===== config.mk =====
export PLATFORM = sky130hd
export DESIGN_NAME = ltpg_top
export DESIGN_NICKNAME = d
export VERILOG_FILES = /design/src/ltpg_pkg.sv /design/src/ltpg_top.sv
export SDC_FILE = /design/constraint.sdc
export NUM_CORES = 1
export LEC_CHECK = 0
export ABC_AREA = 1
export BUFFER_PORTS_ARGS = -buffer_cell sky130_fd_sc_hd__buf_2
export CAP_MARGIN = 20
export CORE_AREA = 2 2 87 89
export CTS_BUF_LIST = sky130_fd_sc_hd__clkbuf_16
export DETAILED_ROUTE_END_ITERATION = 8
export DIE_AREA = 0 0 89 91
export PLACE_DENSITY = 0.72
export SLEW_MARGIN = 25
export SYNTH_ARGS = -nofsm -noshare
export SYNTH_HDL_FRONTEND = slang
export SYNTH_SLANG_ARGS = --single-unit

===== constraint.sdc =====
create_clock -name clock -period 5.9 [get_ports clock]
set_clock_uncertainty 0.15 [all_clocks]
set_input_delay 0.295 -clock clock [delete_from_list [all_inputs] [get_ports clock]]
set_output_delay 0.295 -clock clock [all_outputs]
set_load 0.01 [all_outputs]

===== src/ltpg_pkg.sv =====
// package: constants and carrier types for the line test pattern generator
package ltpg_pkg;

    localparam int unsigned LTPG_PIX_W     = 12;
    localparam int unsigned LTPG_COL_W     = 16;
    localparam int unsigned LTPG_CNT_W     = 12;
    localparam int unsigned LTPG_SEL_W     = 3;
    localparam logic [LTPG_CNT_W-1:0] LTPG_CNT_RST = 12'h000;
    localparam logic [LTPG_COL_W-1:0] LTPG_COL_RST = 16'h0000;
    localparam logic [11:0] LTPG_MASK8  = 12'h0FF;
    localparam logic [11:0] LTPG_MASK12 = 12'hFFF;

    typedef enum logic [2:0] {
        LTPG_SEL_OFF   = 3'h0,
        LTPG_SEL_FIX8  = 3'h1,
        LTPG_SEL_MOV8  = 3'h2,
        LTPG_SEL_MOV12 = 3'h3,
        LTPG_SEL_FEAT8 = 3'h4,
        LTPG_SEL_FEAT12 = 3'h5
    } ltpg_sel_e;

    // one pixel beat of a line stream
    typedef struct packed {
        logic                  valid;
        logic                  sol;
        logic                  eol;
        logic [LTPG_PIX_W-1:0] data;
    } ltpg_pix_s;

endpackage


===== src/ltpg_top.sv =====
// module: synthetic gray gradient line generator replacing sensor data
`timescale 1ns/100ps
// Summary of operation
// - selector picks one of five synthetic patterns, numbered one to five.
// - selector off passes sensor line data, no pattern generated.
// - pattern one gray equals column modulo 256, same every line.
// - line counter steps by exactly one on each new line start.
// - pattern two gray equals column plus counter modulo 256.
// - moving patterns shift one pixel right to left each line.
// - pattern three gray equals column plus counter modulo 4096.
// - pattern four is pattern two routed through digital processing.
// - pattern five is pattern three routed through digital processing.
// - patterns one to three bypass the digital processing chain.
// - active pattern replaces sensor pixel values, keeping the sensor pixel timing.
// - analog gain, black level, exposure do not affect pattern values.
module ltpg_top
    import ltpg_pkg::*;
(
    // clock and reset
    input  wire logic              clock,
    input  wire logic              resetn,
    input  wire logic              clk_en,
    // control
    input  wire ltpg_pkg::ltpg_sel_e test_sel,
    input  wire logic              line_start,
    // sensor stream (after analog front end)
    input  wire ltpg_pkg::ltpg_pix_s sensor_in,
    // digital processing chain loop
    output ltpg_pkg::ltpg_pix_s    proc_in,
    input  wire ltpg_pkg::ltpg_pix_s proc_out,
    // host output
    output ltpg_pkg::ltpg_pix_s    host_out,
    output logic                   pattern_active
);
    import ltpg_pkg::*;

    logic [LTPG_CNT_W-1:0] line_cnt_reg;
    logic [LTPG_COL_W-1:0] col_reg;
    logic                  bypass;
    logic                  active;
    logic                  feature;
    logic [LTPG_PIX_W-1:0] gray;
    ltpg_pix_s             gen_pix;

    function automatic logic [LTPG_PIX_W-1:0] grad(
        input logic [LTPG_COL_W-1:0] col,
        input logic [LTPG_CNT_W-1:0] cnt,
        input logic [11:0]           mask
    );
        logic [LTPG_PIX_W-1:0] sum;
        sum  = LTPG_PIX_W'(col) + cnt;
        grad = sum & mask;
    endfunction

    // true for the five pattern codes; 6 and 7 fall back to sensor data
    function automatic logic sel_is_pattern(
        input ltpg_sel_e sel
    );
        logic hit;
        hit = 1'b0;
        case (sel)
            LTPG_SEL_FIX8,
            LTPG_SEL_MOV8,
            LTPG_SEL_MOV12,
            LTPG_SEL_FEAT8,
            LTPG_SEL_FEAT12:
            begin
                hit = 1'b1;
            end
            default:
            begin
                hit = 1'b0;
            end
        endcase
        sel_is_pattern = hit;
    endfunction

    // of the pattern codes, only the feature-test codes are routed through the processing chain
    function automatic logic sel_is_feature(
        input ltpg_sel_e sel
    );
        logic hit;
        hit = 1'b0;
        case (sel)
            LTPG_SEL_FEAT8,
            LTPG_SEL_FEAT12:
            begin
                hit = 1'b1;
            end
            default:
            begin
                hit = 1'b0;
            end
        endcase
        sel_is_feature = hit;
    endfunction

    // 8-bit patterns keep the low byte, 12-bit patterns the full word
    function automatic logic [LTPG_PIX_W-1:0] pat_mask(
        input ltpg_sel_e sel
    );
        logic [LTPG_PIX_W-1:0] m;
        m = LTPG_MASK12;
        case (sel)
            LTPG_SEL_FIX8,
            LTPG_SEL_MOV8,
            LTPG_SEL_FEAT8:
            begin
                m = LTPG_MASK8;
            end
            default:
            begin
                m = LTPG_MASK12;
            end
        endcase
        pat_mask = m;
    endfunction

    ////////////////////////////////////////////////////////////////////////////
    // mode decode
    always_comb
    begin
        active  = sel_is_pattern(test_sel);
        feature = sel_is_feature(test_sel);
        bypass  = active && !feature;
        gray    = '0;
        case (test_sel)
            LTPG_SEL_FIX8:
            begin
                // counter held at zero: a stationary ramp
                gray = grad(col_reg, LTPG_CNT_RST, pat_mask(test_sel));
            end
            LTPG_SEL_MOV8,
            LTPG_SEL_FEAT8,
            LTPG_SEL_MOV12,
            LTPG_SEL_FEAT12:
            begin
                gray = grad(col_reg, line_cnt_reg, pat_mask(test_sel));
            end
            default:
            begin
                gray = '0;
            end
        endcase
        // pixel timing borrowed from the sensor stream, values never from it
        gen_pix.valid = sensor_in.valid;
        gen_pix.sol   = sensor_in.sol;
        gen_pix.eol   = sensor_in.eol;
        gen_pix.data  = gray;
    end

    ////////////////////////////////////////////////////////////////////////////
    // line counter: adding it to the column shifts the ramp left each line
    always_ff @(posedge clock or negedge resetn)
    begin
        if (!resetn)
            line_cnt_reg <= LTPG_CNT_RST;
        else if (clk_en && line_start)
            line_cnt_reg <= line_cnt_reg + 1'b1;
    end

    // column index; line_start or a valid eol beat clears it, so it restarts each line
    always_ff @(posedge clock or negedge resetn)
    begin
        if (!resetn)
            col_reg <= LTPG_COL_RST;
        else if (clk_en)
        begin
            if (line_start)
                col_reg <= LTPG_COL_RST;
            else if (sensor_in.valid)
                col_reg <= sensor_in.eol ? LTPG_COL_RST : col_reg + 1'b1;
        end
    end

    ////////////////////////////////////////////////////////////////////////////
    // routing: feature patterns and sensor data go through processing
    // status flag follows the selector one cycle later, like the data paths
    always_ff @(posedge clock or negedge resetn)
    begin
        if (!resetn)
        begin
            pattern_active <= 1'b0;
        end
        else if (clk_en)
        begin
            pattern_active <= active;
        end
    end

    // chain input: the generated line replaces sensor data only for feature codes
    always_ff @(posedge clock or negedge resetn)
    begin
        if (!resetn)
        begin
            proc_in <= '0;
        end
        else if (clk_en)
        begin
            if (feature)
            begin
                proc_in <= gen_pix;
            end
            else
            begin
                proc_in <= sensor_in;
            end
        end
    end

    // host output: bypass codes skip the chain, so digital gain cannot touch them
    always_ff @(posedge clock or negedge resetn)
    begin
        if (!resetn)
        begin
            host_out <= '0;
        end
        else if (clk_en)
        begin
            if (bypass)
            begin
                host_out <= gen_pix;
            end
            else
            begin
                host_out <= proc_out;
            end
        end
    end

endmodule // ltpg_top


==> flow_summary.toml <==
[routing]
wl_mm = 8.38
viasPerCell = 4.96
routed.top_layer = "met4"
dr.pass1.iters = 4
dr.first_iter.drc_count = 254
dr_total_vias = 3271
wl_per_cell_um = 12.7
route.detailed.drc = 0
wl_met1_mm = 3.88
wl_met3_um = 351
dr_wl_met2_mm = 3.98
antenna_left = 0

[synth]
async_reset_ff_share_pct = 100
yosys_register_bits = 55
synth_cell_types = 34
synth_top_family_by_area = "simple AND/OR/NAND/NOR gates"
synthFlopType = "dfrtp_1"
yosysTopAreaCellShare_pct = 39.3
synth-xor-area-share_pct = 3.25
synthCells = 496
synth-simple-area-share_pct = 34.1
synth_fp_nets = 548
synth_fa_ha_area_share_pct = 5.57
syn_avg_cell_area_um2 = 7.07
yosysSeqAreaShare_pct = 39.3
yosys.area.top_type = "dfrtp_1"
synth_edf_count = 0
yosysWarnings = 0
synthMuxAreaShare_pct = 0
synth_compound_area_share_pct = 9.43
synth_area_um2 = 3500
synth.area.top_cells = "dfrtp_1 39%, nand2_1 19%, nor2_1 6.5%"

[run_status]
outcome = "complete, but fails checks"
failed_checks = "hold timing"

[floorplan]
start_util_pct = 49.1
rows = 31
io_pins = 68
coreArea_um2 = 7140
die_h_um = 91
dieArea_um2 = 8100
die_w_um = 89

[critical_path]
ff2ff_setup_slack_ns = 3.59
crit_top_cell = "nand2_1"
crit_fanout = 4
cp_cell_sequence = "ha_1 -> inv_1 -> fa_1 -> inv_1 -> nand3_1 -> nand3_1 -> nand2_1 -> nand3_1 -> nand2_1 -> o21ai_1 -> nand2_1 -> nand2_1 -> nand2_1"
crit_family = "simple AND/OR/NAND/NOR gates"
worst-endpoint-arrival_ns = 2.35
reg2reg_depth = 13
slowest_stage = "dfrtp_1"
cp-start-kind = "flip-flop"
path_class = "reg -> reg"
max_stage_delay_ns = 0.43
regToRegEndpoint = "proc_in[8]$_DFFE_PN0P_"
cp-end-kind = "flip-flop"
required_ns = 5.94
critPathBufInv = 2
r2r_start = "line_cnt_reg[0]$_DFFE_PN0P_"

[pwr]
total_power_mw = 1.01
ir_drop_v = 0.000120
p_leak_nw = 2.15
pwr_density_cell_nw_per_um2 = 250

[grt]
track_usage_pct = 21.7
grt_max_degree = 56
grt_pass1_wl_mm = 13.9
grt_overflow = 0
first_global_vias = 2995
antenna_found_initial = 0

[finish]
area_growth_pct = 15.3
diodes = 0
final_net_count = 611
drive_above_1_share_pct = 16.8
fin_util_pct = 56.6
final_common_cell = "nand2_1"
instances_no_fill = 659
largestRegisters = "host_out x15, proc_in x15"
layout_common_cells = "174 x nand2_1, 67 x buf_2, 61 x nor2_1"
final_cell_area_um2 = 4040

[cts]
h-tree-depth = 2
cts-root-buf = "clkbuf_16"
cts_hold_buf = 0
cts_tree = "built"
clockBufferDepth = 2
cts_sinks = 55
postCtsSetupBuffers = 0
numCtsBuffers = 5
clock_latency_ns = 0.30
postCtsResizedCells = 0
path_clk_slew_ns = 0.08

[worst_hold_path]
hold_path.class = "in -> async"

[timing]
grt_setup_unrepaired = "no"
hold_viol = 38
setup_violations = 0
finalWorstSetupSlack_ns = 3.59
relSlewSlack_pct = 42.0
fmaxAchievable_ghz = 0.433
slew_violations = 0
period_needed_ns = 2.31
finalHoldWorstSlack_ns = -0.0304
fin_setup_tns_ns = 0
tightest_slew_ns = 0.869
fin_crit_sh_pct = 39.1

[place]
dp.cells = 651
hpwl_mm = 6.35
dp_slack_ns = 3.62
io_buffers = 67
place_congestion = 0.846
dpl_cell_area_um2 = 3890

[flow_run]
drv_cap = 0
[metal layers]
layer	vias up	track usage, %
li1	1684	-
met2	79	34.6
met5	-	0
met4	0	6.22
met3	13	3.73
met1	1495	30.2
[worst max path at each step]
stage	startpoint	to	slack (ns)	cells past startpoint
floorplan	line_cnt_reg[0]$_DFFE_PN0P_	host_out[8]$_DFFE_PN0P_	3.91	13
global placement	line_cnt_reg[0]$_DFFE_PN0P_	proc_in[8]$_DFFE_PN0P_	3.69	13
detailed placement	line_cnt_reg[0]$_DFFE_PN0P_	host_out[8]$_DFFE_PN0P_	3.62	13
CTS	line_cnt_reg[0]$_DFFE_PN0P_	host_out[8]$_DFFE_PN0P_	3.60	13
global route	col_reg[0]$_DFFE_PN0P_	host_out[8]$_DFFE_PN0P_	3.30	13
finish	line_cnt_reg[0]$_DFFE_PN0P_	proc_in[8]$_DFFE_PN0P_	3.59	13
[cells by family after synthesis]
group / after synthesis
flip-flops: 55
XOR/XNOR: 13
adder cells (fa/ha/maj): 15
AO/OA/AOI/OAI: 61
AND/OR/NAND/NOR: 283
buffers and inverters: 69
[where the power goes]
| group | switching (mW) | leakage, nW | total (mW) | internal [mW] |
|---|---|---|---|---|
| Combinational | 0.150 | 1.38 | 0.246 | 0.0959 |
| Clock | 0.144 | 0.0716 | 0.302 | 0.158 |
| Sequential | 0.0388 | 0.704 | 0.461 | 0.422 |
| Total | 0.332 | 2.15 | 1.01 | 0.676 |
[cell type report]
class / count / area, um^2
Clock buffer: 5 / 125
Clock inverter: 3 / 20.0
Timing Repair Buffer: 69 / 350
Fill cell: 699 / 3100
Sequential cell: 55 / 1380
Multi-Input combinational cell: 372 / 1830
Tap cell: 99 / 124
Inverter: 56 / 210
[cells in the mapped netlist (all sizes together) (3+ instances only)]
master  count
a21oi      20
buf         7
clkbuf      5
dfrtp      55
ha         14
inv        55
nand2     176
nand3      31
nand4       5
nor2       65
nor3        4
o211ai      3
o21ai      35
xnor2       8
xor2        5
Power figures use the tool's default switching activity.
